File: src/ssw_params.svh
// constants of the supply supervisor and watchdog block
`ifndef SSW_PARAMS_SVH
`define SSW_PARAMS_SVH

// ------------------------------------------------
// clock and times
// ------------------------------------------------
`define SSW_CLK_MHZ     200
`define SSW_WD_T0_US    25000
`define SSW_WD_T1_US    200000
`define SSW_WD_T2_US    1400000
`define SSW_POR_T0_MS   50
`define SSW_POR_T1_MS   200
`define SSW_POR_T2_MS   400
`define SSW_POR_T3_MS   800
`define SSW_WD_C0       (`SSW_WD_T0_US * `SSW_CLK_MHZ)
`define SSW_WD_C1       (`SSW_WD_T1_US * `SSW_CLK_MHZ)
`define SSW_WD_C2       (`SSW_WD_T2_US * `SSW_CLK_MHZ)
`define SSW_POR_C0      (`SSW_POR_T0_MS * 1000 * `SSW_CLK_MHZ)
`define SSW_POR_C1      (`SSW_POR_T1_MS * 1000 * `SSW_CLK_MHZ)
`define SSW_POR_C2      (`SSW_POR_T2_MS * 1000 * `SSW_CLK_MHZ)
`define SSW_POR_C3      (`SSW_POR_T3_MS * 1000 * `SSW_CLK_MHZ)

// ------------------------------------------------
// registers and fields
// ------------------------------------------------
`define SSW_A_CTRL      2'h0
`define SSW_A_STAT      2'h1
`define SSW_A_MASK      2'h2
`define SSW_B_POR_HI    7
`define SSW_B_WD_HI     6
`define SSW_B_WD_LO     5
`define SSW_B_POR_LO    0
`define SSW_E_WDOG      0
`define SSW_E_MAIN      1
`define SSW_E_SEC       2
`define SSW_WD_OFF      2'h3
`define SSW_NV_WD_RST   2'h0
`define SSW_NV_POR_RST  2'h0
`define SSW_MASK_RST    3'h0

// ------------------------------------------------
// synchroniser lanes
// ------------------------------------------------
`define SSW_S_MAIN      0
`define SSW_S_SEC       1
`define SSW_S_SCL       2
`define SSW_S_SDA       3

`endif

File: src/ssw_pkg.sv
// types of the supply supervisor and watchdog block
package ssw_pkg;

    typedef enum logic [1:0] {
        SSW_HOLD,
        SSW_DELAY,
        SSW_RUN
    } ssw_por_type;

    typedef struct packed {
        logic [3:0]  sync1;
        logic [3:0]  sync2;
        logic        scl_q;
        logic        sda_q;
        ssw_por_type por;
        logic [31:0] por_cnt;
        logic [31:0] wd_cnt;
        logic        wd_expired;
        logic        start_seen;
        logic        pend_valid;
        logic [7:0]  pend_data;
        logic        commit;
        logic [2:0]  status;
        logic [2:0]  mask;
        logic        irq;
        logic [7:0]  rd_data;
        logic        rst_pin;
        logic        rst_oe;
        logic        fail2_oe;
        logic        mem_block;
        logic        od_zero;
    } ssw_core_type;

    typedef struct packed {
        logic [1:0] wdog;
        logic [1:0] por;
    } ssw_nv_type;

endpackage

File: src/ssw_nv_if.sv
// link between the supervisor core and its retained setting store
`timescale 1ns/1ps
interface ssw_nv_if;
    logic       commit;
    logic [1:0] wr_wdog;
    logic [1:0] wr_por;
    logic [1:0] wdog_sel;
    logic [1:0] por_sel;
    modport core  (output commit, output wr_wdog, output wr_por, input wdog_sel, input por_sel);
    modport store (input commit, input wr_wdog, input wr_por, output wdog_sel, output por_sel);
endinterface

File: src/ssw_core.sv
// supply supervisor: power-on reset, second supply flag, bus watchdog
// ------------------------------------------------
// Contract
// - reset held after main supply good for 0.05, 0.2, 0.4 or 0.8 s
// - watchdog period 25 ms, 200 ms, 1.4 s, or off
// - chosen watchdog period survives a power cycle
// - start then stop on the two-wire bus restarts the watchdog
// - no restart within the period asserts the watchdog output
// - watchdog output is active low open drain, driven on expiry
// - low variant reset is open drain, held until supply good plus delay
// - high variant reset is push-pull with the same timing, inverted
// - second supply fail follows its comparator with no delay
// - power-up asserts reset until supply good for the delay
// - control writes blocked while power-on reset is active; mem_block resets to 0, so a write in the first cycle after resetn is taken
// - data line watched for restarts at all times
// - watchdog period comes from two retained control bits
// - control write then stop stores period and delay bits
// ------------------------------------------------
`timescale 1ns/1ps
`include "ssw_params.svh"
module ssw_core #(
    parameter bit          RESET_ACTIVE_HIGH = 1'b0,
    parameter logic [31:0] WD_CYC0           = `SSW_WD_C0,
    parameter logic [31:0] WD_CYC1           = `SSW_WD_C1,
    parameter logic [31:0] WD_CYC2           = `SSW_WD_C2,
    parameter logic [31:0] POR_CYC0          = `SSW_POR_C0,
    parameter logic [31:0] POR_CYC1          = `SSW_POR_C1,
    parameter logic [31:0] POR_CYC2          = `SSW_POR_C2,
    parameter logic [31:0] POR_CYC3          = `SSW_POR_C3
) (
    input  wire logic       sys_clk,
    input  wire logic       resetn,
    input  wire logic       clk_en,
    input  wire logic       nv_clear_n,
    input  wire logic       main_supply_above,
    input  wire logic       second_supply_sense,
    input  wire logic       scl_pin,
    input  wire logic       sda_pin,
    output logic            sda_val,
    output logic            sda_oe,
    input  wire logic [1:0] reg_addr,
    input  wire logic [7:0] reg_wdata,
    input  wire logic       reg_wr,
    input  wire logic       reg_rd,
    output logic      [7:0] reg_rdata,
    output logic            reset_val,
    output logic            reset_oe,
    output logic            watchdog_timeout_n_val,
    output logic            watchdog_timeout_n_oe,
    output logic            second_supply_fail_n_val,
    output logic            second_supply_fail_n_oe,
    output logic            mem_block,
    output logic            irq
);

    ssw_pkg::ssw_core_type st;
    ssw_pkg::ssw_core_type next_st;
    ssw_nv_if              nv ();

    logic        start_evt;
    logic        stop_evt;
    logic        restart;
    logic        main_ok;
    logic [31:0] wd_lim;
    logic [31:0] por_lim;
    logic [2:0]  ev;
    logic        rst_act;

    // bus lines and second supply start at their idle level, so no false
    // edge and no second-supply event follow the release of reset
    localparam ssw_pkg::ssw_core_type RST_ST = '{
        sync1:   4'hE,
        sync2:   4'hE,
        scl_q:   1'b1,
        sda_q:   1'b1,
        por:     ssw_pkg::SSW_HOLD,
        rst_pin: RESET_ACTIVE_HIGH,
        rst_oe:  1'b1,
        mask:    `SSW_MASK_RST,
        default: '0
    };

    // ------------------------------------------------
    // selection decode
    // ------------------------------------------------
    // off gives zero; callers gate on the off code first
    function automatic logic [31:0] wd_limit(input logic [1:0] sel);
        unique case (sel)
            2'h0:    wd_limit = WD_CYC0;
            2'h1:    wd_limit = WD_CYC1;
            2'h2:    wd_limit = WD_CYC2;
            2'h3:    wd_limit = 32'h0000_0000;
        endcase
    endfunction

    function automatic logic [31:0] por_limit(input logic [1:0] sel);
        unique case (sel)
            2'h0:    por_limit = POR_CYC0;
            2'h1:    por_limit = POR_CYC1;
            2'h2:    por_limit = POR_CYC2;
            2'h3:    por_limit = POR_CYC3;
        endcase
    endfunction

    // ------------------------------------------------
    // retained settings
    // ------------------------------------------------
    ssw_nv_store u_nv (
        .sys_clk    (sys_clk),
        .clk_en     (clk_en),
        .nv_clear_n (nv_clear_n),
        .nv         (nv.store)
    );

    // pending byte is split into the layout of the control byte
    assign nv.commit  = st.commit;
    assign nv.wr_wdog = {st.pend_data[`SSW_B_WD_HI], st.pend_data[`SSW_B_WD_LO]};
    assign nv.wr_por  = {st.pend_data[`SSW_B_POR_HI], st.pend_data[`SSW_B_POR_LO]};

    // ------------------------------------------------
    // bus condition detection
    // ------------------------------------------------
    // edges use stage two and three only; stage one feeds stage two alone
    assign start_evt = st.sync2[`SSW_S_SCL] && st.scl_q
                       && st.sda_q && !st.sync2[`SSW_S_SDA];
    assign stop_evt  = st.sync2[`SSW_S_SCL] && st.scl_q
                       && !st.sda_q && st.sync2[`SSW_S_SDA];
    assign restart   = stop_evt && st.start_seen;
    assign main_ok   = st.sync2[`SSW_S_MAIN];
    assign wd_lim    = wd_limit(nv.wdog_sel);
    assign por_lim   = por_limit(nv.por_sel);

    // ------------------------------------------------
    // next state
    // ------------------------------------------------
    always_comb begin
        next_st = st;
        ev      = 3'h0;
        rst_act = 1'b1;

        // sda is sampled every cycle, never gated by reset or mode
        next_st.sync1   = {sda_pin, scl_pin, second_supply_sense, main_supply_above};
        next_st.sync2   = st.sync1;
        next_st.scl_q   = st.sync2[`SSW_S_SCL];
        next_st.sda_q   = st.sync2[`SSW_S_SDA];
        next_st.commit  = 1'b0;
        next_st.rd_data = 8'h00;
        next_st.od_zero = 1'b0;

        // power-on sequence: any dip restarts the whole delay
        unique case (st.por)
            ssw_pkg::SSW_HOLD: begin
                next_st.por_cnt = 32'h0000_0000;
                if (main_ok) begin
                    next_st.por = ssw_pkg::SSW_DELAY;
                end
            end
            ssw_pkg::SSW_DELAY: begin
                if (!main_ok) begin
                    next_st.por = ssw_pkg::SSW_HOLD;
                end else if (st.por_cnt == por_lim - 32'h0000_0001) begin
                    next_st.por = ssw_pkg::SSW_RUN;
                end else begin
                    next_st.por_cnt = st.por_cnt + 32'h0000_0001;
                end
            end
            ssw_pkg::SSW_RUN: begin
                if (!main_ok) begin
                    next_st.por     = ssw_pkg::SSW_HOLD;
                    next_st.por_cnt = 32'h0000_0000;
                    ev[`SSW_E_MAIN] = 1'b1;
                end
            end
            // the unused code falls back to holding the system in reset
            default: begin
                next_st.por = ssw_pkg::SSW_HOLD;
            end
        endcase

        // reset pin: same timing, polarity and drive set by the variant
        rst_act           = next_st.por != ssw_pkg::SSW_RUN;
        next_st.mem_block = rst_act;
        if (RESET_ACTIVE_HIGH) begin
            next_st.rst_pin = rst_act;
            next_st.rst_oe  = 1'b1;
        end else begin
            next_st.rst_pin = 1'b0;
            next_st.rst_oe  = rst_act;
        end

        // a stop clears the start memory whether or not it restarted
        if (start_evt) begin
            next_st.start_seen = 1'b1;
        end else if (stop_evt) begin
            next_st.start_seen = 1'b0;
        end

        // watchdog idles while off or while the system is held in reset
        if (nv.wdog_sel == `SSW_WD_OFF || st.por != ssw_pkg::SSW_RUN) begin
            next_st.wd_cnt     = 32'h0000_0000;
            next_st.wd_expired = 1'b0;
        end else if (restart) begin
            next_st.wd_cnt     = 32'h0000_0000;
            next_st.wd_expired = 1'b0;
        end else if (!st.wd_expired) begin
            if (st.wd_cnt == wd_lim - 32'h0000_0001) begin
                next_st.wd_expired = 1'b1;
            end else begin
                next_st.wd_cnt = st.wd_cnt + 32'h0000_0001;
            end
        end
        ev[`SSW_E_WDOG] = next_st.wd_expired && !st.wd_expired;

        // second supply flag has no delay beyond the synchroniser
        next_st.fail2_oe = !st.sync2[`SSW_S_SEC];
        ev[`SSW_E_SEC]   = next_st.fail2_oe && !st.fail2_oe;

        // a stop commits a pending control byte a cycle later from pend_data, so a write in
        // the same cycle replaces it, is stored by that stop and stays pending for the next
        if (stop_evt && st.pend_valid) begin
            next_st.commit     = 1'b1;
            next_st.pend_valid = 1'b0;
        end

        // register writes
        if (reg_wr) begin
            unique case (reg_addr)
                `SSW_A_CTRL: begin
                    if (!st.mem_block) begin
                        next_st.pend_valid = 1'b1;
                        next_st.pend_data  = reg_wdata;
                    end
                end
                `SSW_A_MASK: next_st.mask = reg_wdata[2:0];
                default:     next_st.mask = st.mask;
            endcase
        end

        // register reads; reading status clears it
        if (reg_rd) begin
            unique case (reg_addr)
                `SSW_A_CTRL: begin
                    next_st.rd_data[`SSW_B_POR_HI] = nv.por_sel[1];
                    next_st.rd_data[`SSW_B_WD_HI]  = nv.wdog_sel[1];
                    next_st.rd_data[`SSW_B_WD_LO]  = nv.wdog_sel[0];
                    next_st.rd_data[`SSW_B_POR_LO] = nv.por_sel[0];
                end
                `SSW_A_STAT: begin
                    next_st.rd_data = {5'h00, st.status};
                    next_st.status  = 3'h0;
                end
                `SSW_A_MASK: next_st.rd_data = {5'h00, st.mask};
                default:     next_st.rd_data = 8'h00;
            endcase
        end

        // new events win over a clearing read in the same cycle
        next_st.status = next_st.status | ev;
        next_st.irq    = |(next_st.status & next_st.mask);
    end

    // ------------------------------------------------
    // state register
    // ------------------------------------------------
    // clk_en low freezes everything, synchronisers included
    always_ff @(posedge sys_clk or negedge resetn) begin
        if (!resetn) begin
            st <= RST_ST;
        end else if (clk_en) begin
            st <= next_st;
        end
    end

    // ------------------------------------------------
    // outputs
    // ------------------------------------------------
    // open-drain pins only ever pull low, so the value is a held zero
    assign sda_val                  = st.od_zero;
    assign sda_oe                   = st.od_zero;
    assign reg_rdata                = st.rd_data;
    assign reset_val                = st.rst_pin;
    assign reset_oe                 = st.rst_oe;
    assign watchdog_timeout_n_val   = st.od_zero;
    assign watchdog_timeout_n_oe    = st.wd_expired;
    assign second_supply_fail_n_val = st.od_zero;
    assign second_supply_fail_n_oe  = st.fail2_oe;
    assign mem_block                = st.mem_block;
    assign irq                      = st.irq;
endmodule

File: src/ssw_nv_store.sv
// retained watchdog period and power-on delay selections
`timescale 1ns/1ps
`include "ssw_params.svh"
module ssw_nv_store (
    input wire logic sys_clk,
    input wire logic clk_en,
    input wire logic nv_clear_n,
    ssw_nv_if.store  nv
);

    ssw_pkg::ssw_nv_type st;
    ssw_pkg::ssw_nv_type next_st;

    // ------------------------------------------------
    // store
    // ------------------------------------------------
    // a commit overwrites both selections at once
    always_comb begin
        next_st = st;
        if (nv.commit) begin
            next_st.wdog = nv.wr_wdog;
            next_st.por  = nv.wr_por;
        end
    end

    // cleared only by nv_clear_n, never by the system reset,
    // so the selections ride through a power cycle
    always_ff @(posedge sys_clk or negedge nv_clear_n) begin
        if (!nv_clear_n) begin
            st <= '{wdog: `SSW_NV_WD_RST, por: `SSW_NV_POR_RST};
        end else if (clk_en) begin
            st <= next_st;
        end
    end

    assign nv.wdog_sel = st.wdog;
    assign nv.por_sel  = st.por;

endmodule

File: config.mk
export PLATFORM = sky130hd
export DESIGN_NAME = ssw_core
export DESIGN_NICKNAME = d
export VERILOG_FILES = /design/src/ssw_pkg.sv /design/src/ssw_nv_if.sv /design/src/ssw_core.sv /design/src/ssw_nv_store.sv
export VERILOG_INCLUDE_DIRS = /design/src
export SDC_FILE = /design/constraint.sdc
export NUM_CORES = 1
export LEC_CHECK = 0
export CAP_MARGIN = 15
export CORE_MARGIN = 1.5
export CORE_UTILIZATION = 35
export CTS_CLUSTER_DIAMETER = 60
export DETAILED_ROUTE_END_ITERATION = 6
export DONT_BUFFER_PORTS = 1
export PLACE_DENSITY = 0.54
export SETUP_SLACK_MARGIN = 0.15
export SLEW_MARGIN = 20
export SYNTH_ARGS = -nofsm -noshare
export SYNTH_HDL_FRONTEND = slang
export SYNTH_SLANG_ARGS = --single-unit
File: constraint.sdc
create_clock -name sys_clk -period 3.3 [get_ports sys_clk]
set_clock_uncertainty 0.1 [all_clocks]
set_input_delay 0.165 -clock sys_clk [delete_from_list [all_inputs] [get_ports sys_clk]]
set_output_delay 0.165 -clock sys_clk [all_outputs]
set_load 0.03 [all_outputs]
* Word-level counts from Yosys, hierarchy flattened *
Index checks and enable logic that the tools add are counted.

word-level totals
  bits in registers = 110
  input bits = 20
  output and inout bits = 18
  word-level logic and storage cells = 106

operators by class
  $add $sub $neg = 4
  eq/ne operators = 19
  mux-type cells = 32
  bitwise gates (word level) = 3
  reduce and logical (&&, ||, !) cells = 27

operator list
  kind                                                                    number
  32-bit one-hot mux with 4 select lines                                  2
  33-bit two-way mux                                                      3
  32-bit two-way mux                                                      3
  32-bit one-hot mux with 3 select lines                                  1
  32-bit by 1-bit adder with 32-bit output (second input constant)        2
  32-bit equality test                                                    2
  32-bit by 1-bit subtractor with 32-bit output (second input constant)   2
  34-bit two-way mux                                                      1
  9-bit two-way mux                                                       3
  3-bit two-way mux                                                       5
  2-bit equality test (second input constant)                             6
  2-bit inequality test (second input constant)                           5
  1-bit logical AND                                                       9
  2-bit by 1-bit equality test with 1-bit output (second input constant)  4
  2-bit zero test                                                         4
  8-bit two-way mux                                                       1
  1-bit two-way mux                                                       7
  2-bit two-way mux                                                       3
  2-bit one-hot mux with 3 select lines                                   1
  1-bit zero test                                                         5
  5-bit AND reduction                                                     1
  2-bit one-hot mux with 2 select lines                                   1
  2-bit AND reduction                                                     2
  4-bit AND reduction                                                     1
  11 further kinds                                                        11

* Longest topological paths before layout *
Gate-level depths: netlist (run 1).

  depth in word-level cells = 12
  depth in mapped cells = 10
  mapped depth without buffers = 8

* Hierarchy *
From an unflattened synthesis (run 1), not the netlist that was laid out.

second synthesis, totals
  cell total of the unflattened synthesis = 652
  area, all modules = 6118.4 um2

modules (own cells, without submodules)
  module        instances  cells each  area an instance (um2)  seq. area each (um2)
  ssw_core      1          643         5952.0                  2513.7
  ssw_nv_store  1          9           166.4                   100.1

* Worst setup path after synthesis (run 1) *
OpenSTA, ideal clock, no wires.

  kind = reg-to-reg
  start = reg u_nv.st (netlist bit u_nv.nv.por_sel[1])
  end = reg st[69] in the netlist's numbering
  library setup time = 0.110 ns
  data arrival time = 2.377 ns
  required time = 3.090 ns
  setup slack = 0.713 ns
  cell stages (with the launch flop) = 11
  path buffers = 2
  period minus slack after synthesis = 2.587 ns
  cells stage by stage = dfrtp_1 -> inv_1 -> ha_1 -> or3b_2 -> a22oi_1 -> nand4_1 -> nor4b_4 -> buf_4 -> buf_2 -> o31ai_1 -> o41ai_1

between the ends
  longest elaborated chain between the ends = 6
  elaborated cells between the ends (all ways) = 9
  those cells by class = add/sub (1); eq/ne (5); mux (1); reduce/logical (2)

ends and longest elaborated chain
  item                                             RTL line            source
  start: declaration                               ssw_nv_store.sv:11  ssw_pkg::ssw_nv_type st;
  start signal: assignment                         ssw_nv_store.sv:30  st <= '{wdog: `SSW_NV_WD_RST, por: `SSW_NV_POR_RST};
  start signal: assignment                         ssw_nv_store.sv:32  st <= next_st;
  2-bit equality test (tied with other cells)      ssw_core.sv:97      unique case (sel)
  32-bit one-hot mux with 4 select lines *         ssw_core.sv:97
  32-bit by 1-bit subtractor with 32-bit output *  ssw_core.sv:161     end else if (st.por_cnt == por_lim - 32'h0000_0001) begin
  32-bit equality test *                           ssw_core.sv:161
  2-bit inequality test (no source line) *         --
  5-bit AND reduction (no source line) *           --
  end signal: assignment                           ssw_core.sv:270     st <= next_st;
  end: declaration                                 ssw_core.sv:56      ssw_pkg::ssw_core_type st;

Mark *: on every way between the ends. The rest lies on a longest branch, timed or not. The select of a mux whose other input is x is not followed.
A chain may end at the register's enable or synchronous reset.

* Worst setup path after layout (run 1) *
  start = reg u_nv.st (netlist bit u_nv.nv.wdog_sel[1])
  end = reg st[43] in the netlist's numbering

between the ends
  longest elaborated chain between the ends = 6
  elaborated cells between the ends (all ways) = 12
  those cells by class = add/sub (1); eq/ne (6); mux (2); reduce/logical (3)

ends and longest elaborated chain
  item                                           RTL line         source
  2-bit equality test (tied with other cells)    ssw_core.sv:88   unique case (sel)
  32-bit one-hot mux with 4 select lines         ssw_core.sv:88
  32-bit by 1-bit subtractor with 32-bit output  ssw_core.sv:206  if (st.wd_cnt == wd_lim - 32'h0000_0001) begin
  32-bit equality test                           ssw_core.sv:206
  3-bit inequality test (no source line)         --
  3-bit AND reduction (no source line)           --

Several ways; a longest one is shown, not always the timed one. The select of a mux whose other input is x is not followed.

==> results of run 1 <==
## repair_timing
action,in CTS,in global routing
endpoints found under the hold margin,140,0
setup endpoints to repair,0,23
resized for setup,0,3
hold buffers,16,0
## cell type report
class / instances / share of cell area, %
sequential: 104 / 37.9
clock inverter: 7 / 1.18
inverter: 25 / 1.36
tap: 225 / 4.09
clock buffer: 9 / 3.27
multi-input combinational: 513 / 48.1
timing repair buffer: 26 / 4.05
## tightest hold or removal path, stage by stage
cell and delay, ns:
ha_1 0.12, nand3b_1 0.10, o22ai_1 0.06
## layer usage
layer | vias up | part of all wire [%] | routed length, um
met5 | - | 0 | 0
met4 | 0 | 1.5 | 229
met3 | 20 | 3.1 | 480
met2 | 80 | 47 | 7310
met1 | 2565 | 48 | 7450
li1 | 2486 | - | -
## how the worst max path moves through the flow
stage                        start      to  slack, ns
2_1_floorplan   u_nv.nv.por_sel[1]  st[69]       0.71
3_3_place_gp   u_nv.nv.wdog_sel[1]  st[34]       0.34
3_5_place_dp   u_nv.nv.wdog_sel[1]  st[43]       0.27
4_1_cts        u_nv.nv.wdog_sel[1]  st[43]       0.25
5_1_grt        u_nv.nv.wdog_sel[1]  st[36]       0.15
6_report       u_nv.nv.wdog_sel[1]  st[43]       0.37
## logic make-up (layout without fill, tap and decap cells)
kind of cell,Yosys count,count (layout)
DFF,104,104
xor gates and xnor gates,18,18
muxes,28,28
buffers and inverters,68,67
and+or+nand+nor,263,263
AOI/OAI and AO/OA,175,175
other,1,7
adders and majority gates,22,22
## registers in the layout, summed over array words and instances (netlist names)
| register | count |
|---|---|
| nv.wr_por | 2 |
| second_supply_fail_n_oe | 1 |
| next_st | 6 |
| nv.wr_wdog | 2 |
| reset_oe | 1 |
| u_nv.nv.por_sel | 2 |
| reg_rdata | 6 |
| watchdog_timeout_n_oe | 1 |
| nv.commit | 1 |
| mem_block | 1 |
| st | 77 |
| u_nv.nv.wdog_sel | 2 |
| main_ok | 1 |
| irq | 1 |
## placed cells by master, fill, tap and decap left out, types with 7 or more instances in the layout
master | netlist | layout
dfrtp_1 | 95 | 95
nand2_1 | 57 | 57
nor2_1 | 56 | 56
o31ai_1 | 43 | 43
o21ai_0 | 42 | 42
nand3_1 | 38 | 38
a21oi_1 | 34 | 34
inv_1 | 25 | 25
mux2_2 | 23 | 23
ha_1 | 22 | 22
nand4_1 | 16 | 16
or3_1 | 17 | 16
or4_1 | 14 | 14
dlygate4sd3_1 | 0 | 14
and3_1 | 13 | 13
xnor2_1 | 12 | 12
o22ai_1 | 10 | 10
clkbuf_16 | 0 | 9
dfstp_2 | 9 | 9
nor3_1 | 8 | 8
nand2b_1 | 8 | 8
a31oi_1 | 8 | 8
buf_4 | 15 | 8
conb_1 | 1 | 7
## power groups by stage
stage | Clock, W | Combinational (W) | Sequential [W]
floorplan | 0 | 0.000325 | 0.00144
global placement | 0 | 0.000376 | 0.00146
detailed placement | 0 | 0.000386 | 0.00147
CTS | 0.00114 | 0.000443 | 0.00144
global route | 0.00120 | 0.000495 | 0.00146
finish | 0.00111 | 0.000446 | 0.00144
## per-stage QoR
step / area (um2) / util, % / setup WS (ns) / hold WS, ns / cells
after floorplan: 6230 / - / 0.713 / -0.231 / 685
after global placement: 6380 / 36.9 / 0.343 / -0.230 / 877
after detailed placement: 6380 / 36.9 / 0.270 / -0.230 / 877
after CTS: 6870 / 39.7 / 0.247 / 0.00345 / 909
after global routing: 6890 / 39.8 / 0.153 / 0.0163 / 909
final: 6890 / 39.8 / 0.369 / 0.0126 / 909
==> impl_metrics.py, run 1 <==
metrics = {
    "status": {
        "status": "finished clean",
    },
    "route": {
        "wirelength_mm": 15.5,
        "drt_iter0_markers": 331,
        "route.detailed.drc": 0,
        "routedWlPerCell_um": 17.0,
        "vias": 5151,
        "viasPerCell": 5.67,
        "first_pass_iters": 4,
        "ant_nets": 0,
    },
    "timing": {
        "totalNegativeSetupSlack_ns": 0,
        "min_period_over_period_pct": 88.8,
        "slew_headroom_pct": 55.6,
        "setup-violations-final": 0,
        "worst_pin_slew_ns": 0.661,
        "fin_crit_ns": 2.93,
        "slew_viol_final": 0,
        "timing.final.hold_violations": 0,
        "rsz0062_at_grt": "no",
        "maxClockFrequency_ghz": 0.341,
    },
    "synthesis": {
        "synth_common_cells": "dfrtp_1 (95), nand2_1 (57), nor2_1 (56), o31ai_1 (43), o21ai_0 (42)",
        "yosysWarnings": 0,
        "synth-xor-area-share_pct": 2.54,
        "ys_seq_elements": 104,
        "synth_compound_area_share_pct": 18.4,
        "synth_fa_ha_area_share_pct": 4.43,
        "ys_async_sr_fraction_pct": 100,
        "synth_area_um2": 6210,
        "yosysTopAreaCellShare_pct": 38.3,
        "synth_ff_type": "dfrtp_1",
        "synth_edf_count": 0,
        "synth_top_family_by_area": "simple AND/OR/NAND/NOR gates",
        "yosys.area_share.simple_pct": 22.4,
        "ys_types": 64,
        "synthMuxAreaShare_pct": 4.97,
        "synth_most_common_cell": "dfrtp_1",
        "yosysTopAreaCell": "dfrtp_1",
        "avgSynthCellArea_um2": 9.15,
        "synth.area.top_cells": "dfrtp_1 (38%), o31ai_1 (5.2%), ha_1 (4.4%)",
        "synthCells": 679,
        "seq_area_frac_synth_pct": 42.1,
    },
    "critical_path": {
        "r2r_start": "u_nv.nv.wdog_sel[1]",
        "reg2reg_to": "st[43]",
        "critPathSlowestCell": "or4b_2",
        "r2r_cells": 9,
        "critPathCaptureType": "flip-flop",
        "slowest_delay_ns": 0.58,
        "path_depth": 9,
        "crit_fanout": 29,
        "critPathTopFamily": "compound AO/OA/AOI/OAI gates",
        "crit_chain": "inv_1 > ha_1 > or4b_2 > a21oi_1 > o2111ai_1 > o211ai_2 > buf_12 > o21ai_0 > o31ai_1",
        "path_buf_inv": 2,
        "crit_type": "flip-flop to flip-flop",
        "startpoint_type": "flip-flop",
        "crit_required_ns": 3.45,
        "crit_arrival_ns": 3.08,
        "r2r_setup_slack_ns": 0.37,
    },
    "pwr": {
        "clkPwrFrac_pct": 37.0,
        "pwr_density_cell_nw_per_um2": 435,
        "power_w": 0.00300,
        "intPower_w": 0.00207,
        "combPwrFrac_pct": 14.9,
        "p_switching_w": 0.000930,
        "ir_drop_mv": 0.345,
        "leakage_nw": 2.78,
        "p_sw_share_pct": 31.0,
        "seq_power_share_pct": 48.2,
    },
    "hold_path": {
        "holdPathStages": 3,
        "holdCritStartpoint": "reg_addr[1]",
        "worstHoldEndpoint": "reg_rdata[0]",
        "hp-class": "input port to flip-flop",
    },
    "grt": {
        "grt_pass1_wl_mm": 25.1,
        "grt.total_usage_pct": 17.0,
        "use_met1_pct": 23.0,
        "grt_pass1_vias": 4915,
        "antenna_found_initial": 0,
        "gr-usage-met3_pct": 3.17,
        "grt_start_max_net_pins": 101,
        "grt_remaining_overflow": 0,
        "busiest_layer": "met2",
        "use_met2_pct": 27.6,
    },
    "clock_tree": {
        "htreeDepth": 3,
        "clock_latency_ns": 0.37,
        "cts_buffer_depth": 2,
        "numCtsBuffers": 9,
        "cts_num_sinks": 104,
        "cts_setup_buffers": 0,
        "cts_root_buf": "clkbuf_16",
        "clkSlewWorstSetupHoldPaths_ns": 0.08,
        "cts_tree": "built",
    },
    "die": {
        "core_um2": 17300,
        "placement_rows": 48,
        "die_height_um": 136,
        "die-area_um2": 18600,
        "start_util_pct": 35.9,
        "io_pins": 38,
        "die_x_um": 136,
    },
    "layout": {
        "insertedDiodeCount": 0,
        "area_growth_syn_to_layout_pct": 10.9,
        "nFillCells": 1749,
        "layout.area.seq_um2": 2610,
        "num-nets-final": 721,
        "multi_input_area_um2": 3310,
        "layout-drive-gt1-share_pct": 10.8,
    },
    "place": {
        "io_buffers": 0,
        "dpl.hpwl_mm": 10.5,
        "routabilityCongestion": 0.850,
    },
    "job": {
        "max-cap-violations": 0,
    },
}
Power figures use the tool's default switching activity.
==> inputs of run 2 (changes only) <==
PLACE_DENSITY = 0.6   (was 0.54)
==> run 2 against run 1 <==
  * Clock power is essentially flat
  * Highest routed layer unchanged
  * Global-route usage grew 0.082 points
  * Total power increased by 0.98%
==> impl_metrics.py, run 2 (synthesis results as in run 1) <==
metrics = {
    "status": {
        "status": "finished clean",
    },
    "route": {
        "drt_iter0_markers": 295,
        "routedWlPerCell_um": 16.7,
        "ant_nets": 0,
        "route.detailed.drc": 0,
        "vias": 5206,
        "viasPerCell": 5.70,
        "wirelength_mm": 15.2,
        "first_pass_iters": 5,
    },
    "pwr": {
        "ir_drop_mv": 0.331,
        "power_w": 0.00303,
        "intPower_w": 0.00216,
        "clkPwrFrac_pct": 37.7,
        "pwr_density_cell_nw_per_um2": 438,
        "seq_power_share_pct": 47.7,
        "p_switching_w": 0.000869,
        "p_sw_share_pct": 28.7,
        "combPwrFrac_pct": 14.5,
        "leakage_nw": 2.78,
    },
    "timing": {
        "worst_pin_slew_ns": 0.703,
        "totalNegativeSetupSlack_ns": 0,
        "min_period_over_period_pct": 87.7,
        "slew_headroom_pct": 52.7,
        "setup-violations-final": 0,
        "maxClockFrequency_ghz": 0.346,
        "slew_viol_final": 0,
        "timing.final.hold_violations": 0,
        "rsz0062_at_grt": "no",
        "fin_crit_ns": 2.89,
    },
    "critical_path": {
        "reg2reg_to": "mem_block",
        "r2r_setup_slack_ns": 0.41,
        "crit_arrival_ns": 3.03,
        "endpoint": "mem_block",
        "crit_fanout": 8,
        "crit_path_start": "u_nv.nv.por_sel[1]",
        "crit_type": "flip-flop to flip-flop",
        "r2r_cells": 8,
        "critPathCaptureType": "flip-flop",
        "r2r_start": "u_nv.nv.por_sel[1]",
        "crit_required_ns": 3.43,
        "startpoint_type": "flip-flop",
    },
    "place": {
        "routabilityCongestion": 0.906,
        "io_buffers": 0,
        "placed_cell_area_um2": 6380,
        "dpl.hpwl_mm": 10.6,
    },
    "clock_tree": {
        "clock_latency_ns": 0.36,
        "clkSlewWorstSetupHoldPaths_ns": 0.07,
        "cts_buffer_depth": 2,
        "cts_setup_buffers": 0,
        "cts_root_buf": "clkbuf_16",
        "numCtsBuffers": 9,
        "htreeDepth": 3,
        "cts_tree": "built",
        "cts_num_sinks": 104,
    },
    "grt": {
        "grt_pass1_wl_mm": 25.2,
        "grt.total_usage_pct": 17.1,
        "grt_remaining_overflow": 0,
        "grt_pass1_vias": 5013,
        "antenna_found_initial": 1,
        "grt_start_max_net_pins": 101,
    },
    "die": {
        "io_pins": 38,
        "core_um2": 17300,
        "die_height_um": 136,
        "die_x_um": 136,
        "die-area_um2": 18600,
        "start_util_pct": 35.9,
        "placement_rows": 48,
    },
    "layout": {
        "area_growth_syn_to_layout_pct": 11.2,
        "largest_register": "st",
        "largest_register_ffs": 77,
        "layout-drive-gt1-share_pct": 10.9,
        "final_cell_mix": "dfrtp_1 (95), nand2_1 (57), nor2_1 (56)",
        "layout_commonest_cell": "dfrtp_1",
        "stdcell_area_um2": 6910,
        "num-nets-final": 724,
    },
    "job": {
        "max-cap-violations": 0,
    },
    "hold_path": {
        "hp-class": "input port to flip-flop",
    },
}
-- run 2: what timing repair did --
item	4_1_cts	5_1_grt
setup endpoints to repair	0	2
endpoints found under the hold margin	140	0
hold buffers	17	0
resized for setup	0	1
-- run 2: worst max-delay path, stage by stage (launching register included) --
cell	delay [ns]
dfrtp_1	0.49
inv_1	0.16
ha_1	0.25
or3b_1	0.39
a22oi_1	0.18
nand3_1	0.08
or4_1	0.60
a211oi_1	0.42
nor2_1	0.09
-- run 2: worst min-delay path by stage --
stage	startpoint	end	slack [ns]	cells past startpoint
floorplan	resetn	irq	-0.23	0
global placement	nv_clear_n	u_nv.nv.por_sel[1]	-0.23	0
detailed placement	nv_clear_n	u_nv.nv.por_sel[1]	-0.23	0
CTS	clk_en	st[19]	0.01	2
global route	clk_en	st[19]	0.03	2
finish	clk_en	st[19]	0.02	2
-- run 2: through the flow --
step | hold WS [ns] | setup slack (ns) | utilization (%) | instances
CTS | 0.0107 | 0.375 | 39.9 | 912
detailed placement | -0.230 | 0.344 | 36.9 | 879
finish | 0.0217 | 0.406 | 39.9 | 913
floorplan | -0.231 | 0.713 | - | 685
global placement | -0.230 | 0.432 | 36.9 | 879
global route | 0.0263 | 0.212 | 39.9 | 912
-- run 2: power by group through the flow --
stage	Sequential [W]	Combinational [W]	Clock, W
global placement	0.00146	0.000367	0
floorplan	0.00144	0.000325	0
global route	0.00145	0.000496	0.00122
CTS	0.00144	0.000443	0.00117
finish	0.00144	0.000440	0.00114
detailed placement	0.00147	0.000385	0
-- run 2: cell type report --
| type | count | area (um2) |
|---|---|---|
| fill | 1728 | 10400 |
| multi-input combinational | 513 | 3310 |
| sequential | 104 | 2610 |
| timing repair buffer | 29 | 288 |
| tap | 225 | 282 |
| clock buffer | 11 | 253 |
| inverter | 25 | 93.8 |
| clock inverter | 5 | 63.8 |
| antenna | 1 | 2.50 |
-- run 2: metal layers --
layer  up-vias  track usage [%]  routed length (um)
met5         -                0                   0
met4         0             6.09                 369
met3        28             3.77                 631
met2       128             28.2                7320
met1      2551             22.0                6910
li1       2499                -                   -
==> inputs of run 3 (changes only) <==
SYNTH_HIERARCHICAL = 1   (was default)
==> run 3 against run 2 <==
  * First-iteration DRC count grew 13%
  * Via count shrank 3.5%
  * Final area shrank 2.0%
  * Clock power shrank 8%
  * Highest routed layer unchanged
  * Sequential power is essentially flat
==> impl_metrics.py, run 3 <==
metrics = {
    "status": {
        "status": "finished clean",
    },
    "timing": {
        "worst_pin_slew_ns": 0.677,
        "min_period_over_period_pct": 89.1,
        "slew_viol_final": 0,
        "totalNegativeSetupSlack_ns": 0,
        "fin_crit_ns": 2.94,
        "rsz0062_at_grt": "yes",
        "slew_headroom_pct": 54.8,
        "maxClockFrequency_ghz": 0.340,
        "setup-violations-final": 0,
        "timing.final.hold_violations": 0,
    },
    "clock_tree": {
        "clkSlewWorstSetupHoldPaths_ns": 0.07,
        "cts_setup_buffers": 0,
        "cts_buffer_depth": 2,
        "clock_latency_ns": 0.35,
        "cts_root_buf": "clkbuf_16",
        "numCtsBuffers": 9,
        "cts_tree": "built",
        "cts_num_sinks": 104,
        "htreeDepth": 3,
    },
    "synthesis": {
        "synth_common_cells": "dfrtp_1 (95), nand2_1 (54), nor2_1 (46), o21ai_0 (42), a21oi_1 (41)",
        "ys_async_sr_fraction_pct": 100,
        "synth_area_um2": 6120,
        "synth_edf_count": 0,
        "avgSynthCellArea_um2": 9.38,
        "ys_types": 69,
        "yosysWarnings": 6,
        "seq_area_frac_synth_pct": 42.7,
        "ys_seq_elements": 104,
        "yosysTopAreaCell": "dfrtp_1",
        "yosysTopAreaCellShare_pct": 38.9,
        "synth_ff_type": "dfrtp_1",
        "synthCells": 652,
        "synth.area.top_cells": "dfrtp_1 (39%), ha_1 (4.5%), dfstp_2 (3.9%)",
        "synth_most_common_cell": "dfrtp_1",
    },
    "critical_path": {
        "critPathSlowestCell": "dfrtp_1",
        "r2r_cells": 9,
        "crit_chain": "inv_1 > ha_1 > or4b_1 > a222oi_1 > o211ai_1 > o41ai_4 > buf_8 > nor2_1 > o22a_1",
        "crit_required_ns": 3.44,
        "r2r_setup_slack_ns": 0.36,
        "path_buf_inv": 2,
        "r2r_start": "u_nv/nv.wdog_sel[1]",
        "path_depth": 9,
        "critPathTopFamily": "compound AO/OA/AOI/OAI gates",
        "critPathCaptureType": "flip-flop",
        "crit_type": "flip-flop to flip-flop",
        "slowest_delay_ns": 0.45,
        "crit_fanout": 37,
        "startpoint_type": "flip-flop",
        "crit_path_start": "u_nv/nv.wdog_sel[1]",
        "endpoint": "st[46]",
        "reg2reg_to": "st[46]",
        "crit_arrival_ns": 3.08,
    },
    "layout": {
        "layout-drive-gt1-share_pct": 10.8,
        "area_growth_syn_to_layout_pct": 10.6,
        "insertedDiodeCount": 0,
        "nFillCells": 1758,
        "layout.area.seq_um2": 2610,
        "num-nets-final": 697,
        "final_cell_mix": "dfrtp_1 (95), nand2_1 (54), nor2_1 (46)",
        "layout_commonest_cell": "dfrtp_1",
        "final_cells": 885,
        "largest_register_ffs": 77,
        "multi_input_area_um2": 3250,
        "largest_register": "st",
    },
    "route": {
        "wirelength_mm": 14.5,
        "viasPerCell": 5.67,
        "first_pass_iters": 5,
        "ant_nets": 0,
        "routedWlPerCell_um": 16.3,
        "route.detailed.drc": 0,
        "vias": 5022,
        "drt_iter0_markers": 334,
    },
    "grt": {
        "grt_remaining_overflow": 0,
        "use_met1_pct": 23.0,
        "grt.total_usage_pct": 16.5,
        "grt_start_max_net_pins": 101,
        "busiest_layer": "met2",
        "use_met2_pct": 25.5,
        "grt_pass1_vias": 4673,
        "antenna_found_initial": 0,
        "grt_pass1_wl_mm": 24.1,
        "gr-usage-met3_pct": 3.37,
    },
    "pwr": {
        "leakage_nw": 2.75,
        "ir_drop_mv": 0.310,
        "pwr_density_cell_nw_per_um2": 438,
    },
    "hold_path": {
        "hp-class": "input port to flip-flop",
    },
    "die": {
        "core_um2": 17200,
        "start_util_pct": 35.6,
        "die-area_um2": 18300,
        "io_pins": 38,
        "placement_rows": 48,
        "die_height_um": 135,
        "die_x_um": 135,
    },
    "place": {
        "dpl.hpwl_mm": 9.92,
        "routabilityCongestion": 0.859,
        "io_buffers": 0,
        "dp_cells": 854,
    },
    "job": {
        "max-cap-violations": 0,
    },
}
run 3: area by class of cell:
class	count	area share (%)
sequential	104	38.6
timing repair buffer	24	3.92
tap	225	4.16
multi-input combinational	498	48.0
inverter	18	0.999
clock buffer	10	3.53
clock inverter	6	0.740
run 3: cells by family after synthesis:
logic type	synth area share (%)
compound gates	16.9
mux	5.13
fa+ha+maj	4.50
xor+xnor	3.15
flops	42.7
buf+inv	4.79
other cells	0.0613
simple gates	22.7
run 3: per-layer routing:
metal | share of wire (%) | vias to the layer above
met4 | 2.0 | 0
met3 | 5.4 | 16
li1 | - | 2406
met2 | 46 | 135
met5 | 0 | -
met1 | 47 | 2465
run 3: how the worst min path moves through the flow:
stage	startpoint	endpoint	cells after the start
after floorplan	resetn	irq	0
after global placement	nv_clear_n	u_nv/nv.por_sel[1]	0
after detailed placement	nv_clear_n	u_nv/nv.por_sel[1]	0
after CTS	clk_en	st[19]	2
after global routing	reg_rd	reg_rdata[7]	2
final	clk_en	st[30]	2
run 3: per-stage QoR:
step           util, %  area (um2)  setup WS (ns)  total power, W  hold WS [ns]
2_1_floorplan        -        6140          0.560         0.00180        -0.231
3_3_place_gp      36.6        6290          0.305         0.00186        -0.230
3_5_place_dp      36.6        6290          0.261         0.00188        -0.230
4_1_cts           39.3        6760          0.220         0.00299       0.00323
5_1_grt           39.4        6770          0.131         0.00310        0.0186
6_report          39.4        6770          0.361         0.00296       0.00595
run 3: where the power goes:
group          total, W  internal (W)  switching (W)
sequential      0.00147       0.00136       0.000107
clock           0.00105      0.000542       0.000504
combinational  0.000450      0.000173       0.000276
total           0.00296       0.00208       0.000887
run 3: timing repair:
| action | in CTS | in global routing |
|---|---|---|
| endpoints found under the hold margin | 143 | 0 |
| endpoints found under the setup margin | 0 | 22 |
| hold buffers | 15 | 0 |
| resized for setup | 0 | 3 |
run 3: worst register-to-register path, stage by stage (launching register included):
cell	delay, ns
dfrtp_1	0.45
inv_1	0.12
ha_1	0.29
or4b_1	0.42
a222oi_1	0.33
o211ai_1	0.20
o41ai_4	0.38
buf_8	0.26
nor2_1	0.08
o22a_1	0.19
